--- src/rtl/fixed_setpoint_pkg.sv ---
// Package for the fixed setpoint selector: widths, codes, modes, carriers.
// Assumes a single synchronous clock domain and no register bus.
package fixed_setpoint_pkg;

    // ****************************************************************
    // Sizes
    // ****************************************************************
    localparam int VALUE_W   = 16;
    localparam int SLOTS     = 15;
    localparam int LINES     = 6;
    localparam int BIN_LINES = 4;

    // ****************************************************************
    // Input function codes and source selector codes
    // ****************************************************************
    localparam logic [7:0] FUNC_DIRECT     = 8'h0F;
    localparam logic [7:0] FUNC_DIRECT_RUN = 8'h10;
    localparam logic [7:0] FUNC_BINARY_RUN = 8'h11;
    localparam logic [7:0] FUNC_INTERCON   = 8'h63;
    localparam logic [3:0] SRC_FIXED       = 4'h3;

    // ****************************************************************
    // Field widths and empty codes
    // ****************************************************************
    localparam int         CODE_W          = 8;
    localparam int         IDX_W           = 4;
    localparam int         ROUTE_W         = 16;
    localparam logic [3:0] SLOT_NONE       = 4'h0;
    localparam logic [3:0] PAIR_NONE       = 4'h0;

    // ****************************************************************
    // Route codes and reset values
    // ****************************************************************
    localparam logic [15:0] ROUTE_NONE   = 16'h0000;
    localparam logic [15:0] ROUTE_FIXED  = 16'h0400;
    localparam logic [15:0] ZERO_SPEED   = 16'h0000;

    // Selection modes
    typedef enum logic [2:0] {
        MODE_DIRECT     = 3'b001,
        MODE_DIRECT_RUN = 3'b010,
        MODE_BINARY_RUN = 3'b100
    } select_mode_e;

    // Routing pair carried together
    typedef struct packed {
        logic [15:0] main_route;
        logic [15:0] extra_route;
    } route_pair_s;

endpackage : fixed_setpoint_pkg

--- src/rtl/fixed_setpoint_selector.sv ---
// Fixed setpoint selector: fifteen fixed values chosen by selection lines.
// Assumes inputs are synchronous to mclk_i and parameters are held stable
// by the controlling software between writes.
`timescale 1ns/10ps
`default_nettype none

module fixed_setpoint_selector #(
    parameter int VALUE_W = fixed_setpoint_pkg::VALUE_W,
    parameter int SLOTS   = fixed_setpoint_pkg::SLOTS,
    parameter int LINES   = fixed_setpoint_pkg::LINES
) (
    input  wire logic                 mclk_i,
    input  wire logic                 reset_i,
    // Fixed value programming
    input  wire logic                 value_wr_i,
    input  wire logic [3:0]           value_idx_i,
    input  wire logic [VALUE_W-1:0]   fixed_value_param_i,
    // Input function codes of lines one to four
    input  wire logic [4*8-1:0]       first_input_function_code_i,
    input  wire logic [2:0]           fixed_select_mode_i,
    // Selection line sources
    input  wire logic [LINES-1:0]     digital_lines_i,
    input  wire logic [LINES-1:0]     serial_lines_i,
    input  wire logic [LINES-1:0]     fixed_select_bit_source_i,
    // Setpoint routing
    input  wire logic                 source_wr_i,
    input  wire logic [3:0]           setpoint_source_select_i,
    input  wire logic                 pair_wr_i,
    input  wire logic [3:0]           source_pair_select_i,
    // Results
    output logic [VALUE_W-1:0]        fixed_setpoint_out_o,
    output logic                      run_cmd_o,
    output logic [15:0]               main_setpoint_route_o,
    output logic [15:0]               extra_setpoint_route_o,
    output logic [3:0]                pair_select_o
);

    // ****************************************************************
    // Local sizes
    // ****************************************************************
    localparam int IDX_W     = fixed_setpoint_pkg::IDX_W;
    localparam int CODE_W    = fixed_setpoint_pkg::CODE_W;
    localparam int BIN_LINES = fixed_setpoint_pkg::BIN_LINES;
    localparam int ROUTE_W   = fixed_setpoint_pkg::ROUTE_W;

    // ****************************************************************
    // Fixed value table
    // ****************************************************************
    logic [VALUE_W-1:0] fixed_speed_slot      [1:SLOTS];
    logic [VALUE_W-1:0] next_fixed_speed_slot [1:SLOTS];

    always_comb begin
        for (int i = 1; i <= SLOTS; i++) begin
            next_fixed_speed_slot[i] = fixed_speed_slot[i];
        end
        if (reset_i) begin
            for (int i = 1; i <= SLOTS; i++) begin
                next_fixed_speed_slot[i] = fixed_setpoint_pkg::ZERO_SPEED;
            end
        end else if (value_wr_i
                     && value_idx_i != fixed_setpoint_pkg::SLOT_NONE) begin
            next_fixed_speed_slot[value_idx_i] = fixed_value_param_i;
        end
    end

    always_ff @(posedge mclk_i) begin
        for (int i = 1; i <= SLOTS; i++) begin
            fixed_speed_slot[i] <= next_fixed_speed_slot[i];
        end
    end

    // ****************************************************************
    // Selection
    // ****************************************************************
    // Per-line mux between terminal and serial source
    function automatic logic [LINES-1:0] pick_lines(
        input logic [LINES-1:0] dig,
        input logic [LINES-1:0] ser,
        input logic [LINES-1:0] src
    );
        pick_lines = (dig & ~src) | (ser & src);
    endfunction : pick_lines

    // Slot zero stands for the implicit zero speed entry
    function automatic logic [VALUE_W-1:0] slot_value(
        input logic [IDX_W-1:0] idx
    );
        if (idx == fixed_setpoint_pkg::SLOT_NONE) begin
            slot_value = fixed_setpoint_pkg::ZERO_SPEED;
        end else begin
            slot_value = fixed_speed_slot[idx];
        end
    endfunction : slot_value

    // Direct sum wraps silently; software must keep totals in range
    function automatic logic [VALUE_W-1:0] sum_selected(
        input logic [LINES-1:0] lines
    );
        logic [VALUE_W-1:0] acc;
        acc = fixed_setpoint_pkg::ZERO_SPEED;
        for (int i = 0; i < LINES; i++) begin
            if (lines[i]) begin
                acc = VALUE_W'(acc + slot_value(IDX_W'(i + 1)));
            end
        end
        sum_selected = acc;
    endfunction : sum_selected

    // Combined run needs every one of the first four lines set to binary
    function automatic logic codes_all_binary(
        input logic [BIN_LINES*CODE_W-1:0] codes
    );
        logic ok;
        ok = 1'b1;
        for (int i = 0; i < BIN_LINES; i++) begin
            if (codes[i*CODE_W +: CODE_W]
                != fixed_setpoint_pkg::FUNC_BINARY_RUN) begin
                ok = 1'b0;
            end
        end
        codes_all_binary = ok;
    endfunction : codes_all_binary

    logic [LINES-1:0]        sel_lines;
    logic [VALUE_W-1:0]      sum_value;
    logic [VALUE_W-1:0]      bin_value;
    logic [IDX_W-1:0]        bin_index;
    logic                    bin_codes_ok;
    logic                    bin_active;
    logic                    any_line;
    logic [VALUE_W-1:0]      next_setpoint;
    logic                    next_run;
    fixed_setpoint_pkg::select_mode_e mode;

    // Selection decode: no state, shared by every mode
    always_comb begin
        sel_lines = pick_lines(digital_lines_i,
                               serial_lines_i,
                               fixed_select_bit_source_i);
        mode = fixed_setpoint_pkg::select_mode_e'(fixed_select_mode_i);
        sum_value = sum_selected(sel_lines);
        any_line = |sel_lines;
        bin_index = sel_lines[IDX_W-1:0];
        bin_value = slot_value(bin_index);
        bin_codes_ok = codes_all_binary(first_input_function_code_i);
        bin_active = (bin_index != fixed_setpoint_pkg::SLOT_NONE);
    end

    // Result per mode; an unknown mode code gives zero and no run
    always_comb begin
        next_setpoint = fixed_setpoint_pkg::ZERO_SPEED;
        next_run      = 1'b0;
        case (mode)
            fixed_setpoint_pkg::MODE_DIRECT: begin
                next_setpoint = sum_value;
            end
            fixed_setpoint_pkg::MODE_DIRECT_RUN: begin
                next_setpoint = sum_value;
                next_run      = any_line;
            end
            fixed_setpoint_pkg::MODE_BINARY_RUN: begin
                next_setpoint = bin_value;
                // Index zero is zero speed, so it never starts the drive
                next_run      = bin_codes_ok && bin_active;
            end
            default: begin
                next_setpoint = fixed_setpoint_pkg::ZERO_SPEED;
            end
        endcase
        if (reset_i) begin
            next_setpoint = fixed_setpoint_pkg::ZERO_SPEED;
            next_run      = 1'b0;
        end
    end

    // Sampled once per cycle, so output lags selection by one edge
    always_ff @(posedge mclk_i) begin
        fixed_setpoint_out_o <= next_setpoint;
        run_cmd_o            <= next_run;
    end

    // ****************************************************************
    // Setpoint routing
    // ****************************************************************
    // Other sources are not modelled, so they leave the main route empty
    function automatic logic [ROUTE_W-1:0] main_route_for(
        input logic [3:0] source
    );
        if (source == fixed_setpoint_pkg::SRC_FIXED) begin
            main_route_for = fixed_setpoint_pkg::ROUTE_FIXED;
        end else begin
            main_route_for = fixed_setpoint_pkg::ROUTE_NONE;
        end
    endfunction : main_route_for

    fixed_setpoint_pkg::route_pair_s route;
    fixed_setpoint_pkg::route_pair_s next_route;
    logic [3:0]                      next_pair;

    always_comb begin
        next_route = route;
        next_pair  = pair_select_o;
        if (reset_i) begin
            next_route.main_route  = fixed_setpoint_pkg::ROUTE_NONE;
            next_route.extra_route = fixed_setpoint_pkg::ROUTE_NONE;
            next_pair              = fixed_setpoint_pkg::PAIR_NONE;
        end else begin
            if (source_wr_i) begin
                // Both routes rewritten on every selector write
                next_route.extra_route = fixed_setpoint_pkg::ROUTE_NONE;
                next_route.main_route  =
                    main_route_for(setpoint_source_select_i);
            end
            if (pair_wr_i) begin
                next_pair = source_pair_select_i;
            end
        end
    end

    always_ff @(posedge mclk_i) begin
        route         <= next_route;
        pair_select_o <= next_pair;
    end

    always_ff @(posedge mclk_i) begin
        main_setpoint_route_o  <= next_route.main_route;
        extra_setpoint_route_o <= next_route.extra_route;
    end

endmodule : fixed_setpoint_selector

`default_nettype wire

--- config.mk ---
export PLATFORM = sky130hd
export DESIGN_NAME = fixed_setpoint_selector
export DESIGN_NICKNAME = d
export VERILOG_FILES = /design/src/rtl/fixed_setpoint_pkg.sv /design/src/rtl/fixed_setpoint_selector.sv
export SDC_FILE = /design/constraint.sdc
export NUM_CORES = 1
export LEC_CHECK = 0
export BUFFER_PORTS_ARGS = -buffer_cell sky130_fd_sc_hd__buf_2
export CAP_MARGIN = 5
export CELL_PAD_IN_SITES_DETAIL_PLACEMENT = 0
export CELL_PAD_IN_SITES_GLOBAL_PLACEMENT = 1
export CORE_MARGIN = 2
export CORE_UTILIZATION = 47
export DETAILED_ROUTE_END_ITERATION = 8
export PLACE_DENSITY = 0.95
export SLEW_MARGIN = 20
export SYNTH_ARGS = -nofsm -noshare
export SYNTH_HDL_FRONTEND = slang
export SYNTH_SLANG_ARGS = --single-unit
--- constraint.sdc ---
create_clock -name mclk_i -period 15.4 [get_ports mclk_i]
set_input_delay 3.08 -clock mclk_i [delete_from_list [all_inputs] [get_ports mclk_i]]
set_output_delay 3.08 -clock mclk_i [all_outputs]
set_load 0.05 [all_outputs]
=== Yosys cells after proc, flatten, opt, wreduce, memory -nomap -nowiden ===
Memories as Yosys holds them, arrays and structs flattened.
Cells that the tools add are included.

* Bits in registers: 37
* Bits in latches: 0
* Bits in writable memories: 240
* ROM bits: 0
* Input bits: 86
* Output and inout port bits: 53
* Logic and storage cells: 57
* Memories: 1

* Add/subtract/negate cells: 5
* Multiply operators: 0
* Divide/modulo/power cells: 0
* Magnitude comparators: 2
* Eq/ne operators: 8
* Shifts and indexed selects: 0
* Mux-type cells: 24
* Bitwise logic cells: 5
* Reductions and logical operators: 8

{| class="wikitable"
|+ Memory list
! name !! depth !! bits a word !! read ports !! clocked after Yosys merged registers in !! write ports !! RTL line !! source
|-
| fixed_speed_slot || 15 || 16 || 16 || 0 || 15 || fixed_setpoint_selector.sv:49 || <nowiki>logic [VALUE_W-1:0] fixed_speed_slot [1:SLOTS];</nowiki>
|}

{| class="wikitable"
|+ Operators with widths
! cell !! number
|-
| $mux W240 || 2
|-
| $bwmux W240 || 1
|-
| $mux W16 || 13
|-
| $add A16 B16 Y16 || 5
|-
| $demux W16 S4 || 1
|-
| $ne A8 B5 Y1 const B || 4
|-
| $pmux W16 S2 || 1
|-
| $and A6 B6 Y6 || 2
|-
| $mux W11 || 1
|-
| $reduce_bool A4 Y1 || 2
|-
| $not A6 Y6 || 1
|-
| $or A6 B6 Y6 || 1
|-
| $reduce_or A6 Y1 || 1
|-
| $ge A5 B5 Y1 const B || 1
|-
| $lt A5 B1 Y1 const B || 1
|-
| $not A4 Y5 || 1
|-
| $eq A4 B2 Y1 const B || 1
|-
| $logic_not A4 Y1 || 1
|-
| $mux W1 || 4
|-
| $eq A3 B1 Y1 const B || 1
|-
| $eq A3 B2 Y1 const B || 1
|-
| $eq A3 B3 Y1 const B || 1
|-
| $logic_and A1 B1 Y1 || 3
|-
| $pmux W1 S2 || 1
|-
| $reduce_or A2 Y1 || 1
|}

=== Depth between registers and ports, before layout ===
* Depth after elaboration: 15
* Mapped depth: 44
* Mapped depth without buffers: 42

=== Worst setup path after synthesis ===
Ideal clock, no wire load.

* Path kind: input to register
* Start: input fixed_select_bit_source_i[0]
* End: register fixed_setpoint_out_o[15]
* Setup time: 0.127 ns
* Data arrival time: 11.256 ns
* Required time: 15.273 ns
* Path slack: 4.017 ns
* Cell stages on the path: 43
* Path buffers: 4
* Cells stage by stage: mux2_2 -> clkbuf_1 -> clkbuf_1 -> buf_1 -> buf_1 -> and2_1 -> ha_1 -> a21o_1 -> a21oi_2 -> o21bai_2 -> a2111oi_4 -> o31ai_1 -> a21oi_1 -> xor2_1 -> o21ai_0 -> ha_1 -> nand2_1 -> nor2_1 -> (+7 left out) -> nand2_1 -> o211ai_1 -> or3_1 -> a21oi_1 -> a41oi_1 -> ha_1 -> and3_1 -> nor3_1 -> a21oi_1 -> inv_1 -> ha_1 -> and3_1 -> a311o_1 -> o31ai_2 -> mux2i_1 -> xnor3_1 -> o211ai_1 -> or3b_1

* Cells in the longest elaborated chain, start to end: 15

{| class="wikitable"
|+ Ends and longest elaborated chain
! element !! RTL line !! source
|-
| start: declaration || fixed_setpoint_selector.sv:24 || <nowiki>input wire logic [LINES-1:0] fixed_select_bit_source_i,</nowiki>
|-
| $not A6 Y6 || fixed_setpoint_selector.sv:81 || <nowiki>pick_lines = (dig & ~src) | (ser & src);</nowiki>
|-
| $and A6 B6 Y6 || fixed_setpoint_selector.sv:81 ||
|-
| $or A6 B6 Y6 * || fixed_setpoint_selector.sv:81 ||
|-
| $mux W16 || fixed_setpoint_selector.sv:102 || <nowiki>if (lines[i]) begin</nowiki>
|-
| $add A16 B16 Y16 || fixed_setpoint_selector.sv:103 || <nowiki>acc = VALUE_W'(acc + slot_value(IDX_W'(i + 1)));</nowiki>
|-
| $mux W16 || fixed_setpoint_selector.sv:102 ||
|-
| $add A16 B16 Y16 || fixed_setpoint_selector.sv:103 ||
|-
| $mux W16 || fixed_setpoint_selector.sv:102 ||
|-
| $add A16 B16 Y16 || fixed_setpoint_selector.sv:103 ||
|-
| $mux W16 || fixed_setpoint_selector.sv:102 ||
|-
| $add A16 B16 Y16 || fixed_setpoint_selector.sv:103 ||
|-
| $mux W16 || fixed_setpoint_selector.sv:102 ||
|-
| $add A16 B16 Y16 || fixed_setpoint_selector.sv:103 ||
|-
| $mux W16 || fixed_setpoint_selector.sv:102 ||
|-
| $pmux W16 S2 * || fixed_setpoint_selector.sv:153 || <nowiki>case (mode)</nowiki>
|-
| end signal: assignment || fixed_setpoint_selector.sv:178 || <nowiki>fixed_setpoint_out_o <= next_setpoint;</nowiki>
|-
| end: declaration || fixed_setpoint_selector.sv:31 || <nowiki>output logic [VALUE_W-1:0] fixed_setpoint_out_o,</nowiki>
|}

Every way passes the cells marked *; elsewhere a longest branch is shown, timed or not.
A chain may end at the register's enable or synchronous reset.

=== Worst setup path in the final report ===
Same ends and word-level chain as after synthesis.

==> results.yml <==
critical_path:
  critPathLaunchType: "input pin"
  cp_slowest_cell: "mux2_2"
  critPathArrivalTime_ps: 12070
  critical_path_class: "in -> reg"
  slowest_delay_ps: 630
  required_ps: 15840
  crit_path_end_kind: "flip-flop"
  path_max_fanout: 35
finish:
  final_cell_mix: "784 x nand2_1, 305 x a21oi_1, 262 x dfxtp_1, 139 x nand3_1, 106 x buf_2"
  final_layout_size_suffix_gt1_share_pct: 9.34
  layout_commonest_cell: "nand2_1"
  syn2layout_area_growth_pct: 10.7
  fin_area_mm2: 0.0178
  post-route-util_pct: 53.1
  instances_no_fill: 2804
  n_antenna_cell: 0
  finalNetCount: 2510
power:
  ir_worst_vdd_v: 0.0000966
  leakage_nw: 6.81
  finalPower_mw: 1.72
  pwr_density_cell_mw_per_mm2: 96.3
drt:
  drc: 0
  vias: 16400
  firstDrtPassIters: 5
  post_drt_wl_per_cell_um: 19.4
  drt_wl_total_um: 54400
  drtIter0Drc: 1604
  antenna_left: 0
  viasPerCell: 5.84
sta:
  worstMarginPinSlew_ps: 1100
  drv_slew: 0
  finalSetupTns_ps: 0
  hold_slack_ps: 454
  skew_ps: 22.3
  rsz0062_at_grt: "false"
  fin_crit_ps: 11630
  hold_viol_final: 0
  slew_headroom_pct: 26.7
  max_clock_freq_ghz: 0.0860
  setup_violations: 0
  period_share_pct: 75.5
  setup_slack_ps: 3770
synth:
  synth_top_area_share_pct: 32.6
  synthFlopType: "dfxtp_1"
  synth_top_area_cell: "dfxtp_1"
  synth-seq-cells: 262
  avgSynthCellArea_um2: 6.96
  syn_area_mm2: 0.0161
  synth_edf_count: 0
  yosys_warnings: 0
  synth_cells: 2315
  ys_top_cells_by_area: "dfxtp_1 33%, nand2_1 18%, a21oi_1 9.5%"
  ys_types: 72
  yosysSeqAreaShare_pct: 32.6
  synthArstFlopShare_pct: 0
run_status:
  status: "completed"
clock_tree:
  clk_pin_slew_ps: 60
  post_cts_buffers: 0
  clock_latency_ps: 580
  cts_root_buf: "clkbuf_16"
  cts_buffer_depth: 3
  cts.hold.buffers_added: 0
  cts_max_level: 1
  cts_tree: "done"
  numCtsBuffers: 30
  cts.sinks: 262
  cts_resized: 0
grt:
  antenna_found_initial: 0
  track_usage_pct: 29.7
  met1_usage_pct: 38.9
  grt_pass1_wl_um: 84400
  grtUsageMet2_pct: 48.2
  grt_max_degree: 91
  overflow: 0
  grt_pass1_vias: 15200
  gr-usage-met3_pct: 3.56
  busiest_layer: "met2"
floorplanning:
  row_count: 67
  initial_core_util_pct: 47.9
  die_h_um: 189
  coreArea_mm2: 0.0336
  io_pins: 139
  die-width_um: 189
  die-area_mm2: 0.0358
placement:
  place_area_mm2: 0.0168
  place_inst: 2754
  dp_slack_ps: 3270
  place_congestion: 0.934
  portBuffers: 107
  dpl.hpwl_um: 36600
job:
  cap_viol_max_count: 0
min_path:
  min_path_type: "reg -> reg"
-- report_power, final --
group | internal, mW | switching [mW]
sequential | 0.688 | 0.00600
clock | 0.458 | 0.297
combinational | 0.0746 | 0.194
-- routing by layer --
metal / vias to the layer above / wire length [um]
met5: - / 0
met4: 0 / 2790
met3: 137 / 4020
met2: 703 / 24500
met1: 7629 / 23100
li1: 7902 / -
-- worst paths after layout --
| check | start | cells after the start | to | slack [ps] |
|---|---|---|---|---|
| max | fixed_select_bit_source_i[0] | 42 | fixed_setpoint_out_o[15] | 3770 |
| min | fixed_speed_slot[10][15] | 2 | fixed_speed_slot[10][15] | 450 |
| max reg2reg | fixed_speed_slot[1][0] | 40 | fixed_setpoint_out_o[15] | 6850 |
| min reg2reg | fixed_speed_slot[10][15] | 2 | fixed_speed_slot[10][15] | 450 |
-- Yosys cell counts (all sizes together), types with 4 or more instances --
| master | instances |
|---|---|
| mux2 | 20 |
| and2 | 22 |
| nor2 | 103 |
| o31ai | 7 |
| buf | 51 |
| xnor2 | 34 |
| a21o | 18 |
| inv | 35 |
| a21oi | 306 |
| nor3 | 28 |
| and3 | 10 |
| o211ai | 17 |
| nand2 | 785 |
| xor2 | 19 |
| nor3b | 6 |
| nand4 | 6 |
| nand3 | 139 |
| a211oi | 7 |
| o21bai | 8 |
| ha | 81 |
| dfxtp | 262 |
| a311oi | 38 |
| fa | 5 |
| nor4b | 9 |
| o21ai | 40 |
| clkbuf | 120 |
| nor2b | 10 |
| o21a | 18 |
| or3 | 4 |
| a311o | 4 |
| nand2b | 7 |
| a31oi | 25 |
| mux2i | 20 |
| a21boi | 5 |
-- logic make-up (layout without fill, tap and decap cells) --
family	after synthesis	after routing	synth area share, %
compound gates	523	523	19.7
flops	262	262	32.6
buf+inv	206	217	5.54
mux	40	40	2.64
other cells	1	31	0.0233
fa+ha+maj	86	86	6.91
xor+xnor	54	54	3.02
simple gates	1143	1143	29.6
-- final cells by class --
cell class | count | area (um2)
Sequential cell | 262 | 5250
Inverter | 35 | 131
Timing Repair Buffer | 132 | 729
Tap cell | 448 | 561
Clock inverter | 9 | 185
Clock buffer | 41 | 832
Multi-Input combinational cell | 1877 | 10100
Fill cell | 3274 | 15800
-- flip-flops by register name, summed over array words and instances (netlist names) --
register,cells
pair_select_o,4
run_cmd_o,1
main_setpoint_route_o,1
fixed_setpoint_out_o,16
fixed_speed_slot,240
-- critical path: cells and delay by family --
kind,cells,cell delay (ps)
AOI/OAI and AO/OA,15,3100
xor gates and xnor gates,3,690
adders and majority gates,6,2070
buffers and inverters,3,250
muxes,3,1150
and+or+nand+nor,12,1700
Note: power is estimated with default switching activity, not from simulation.
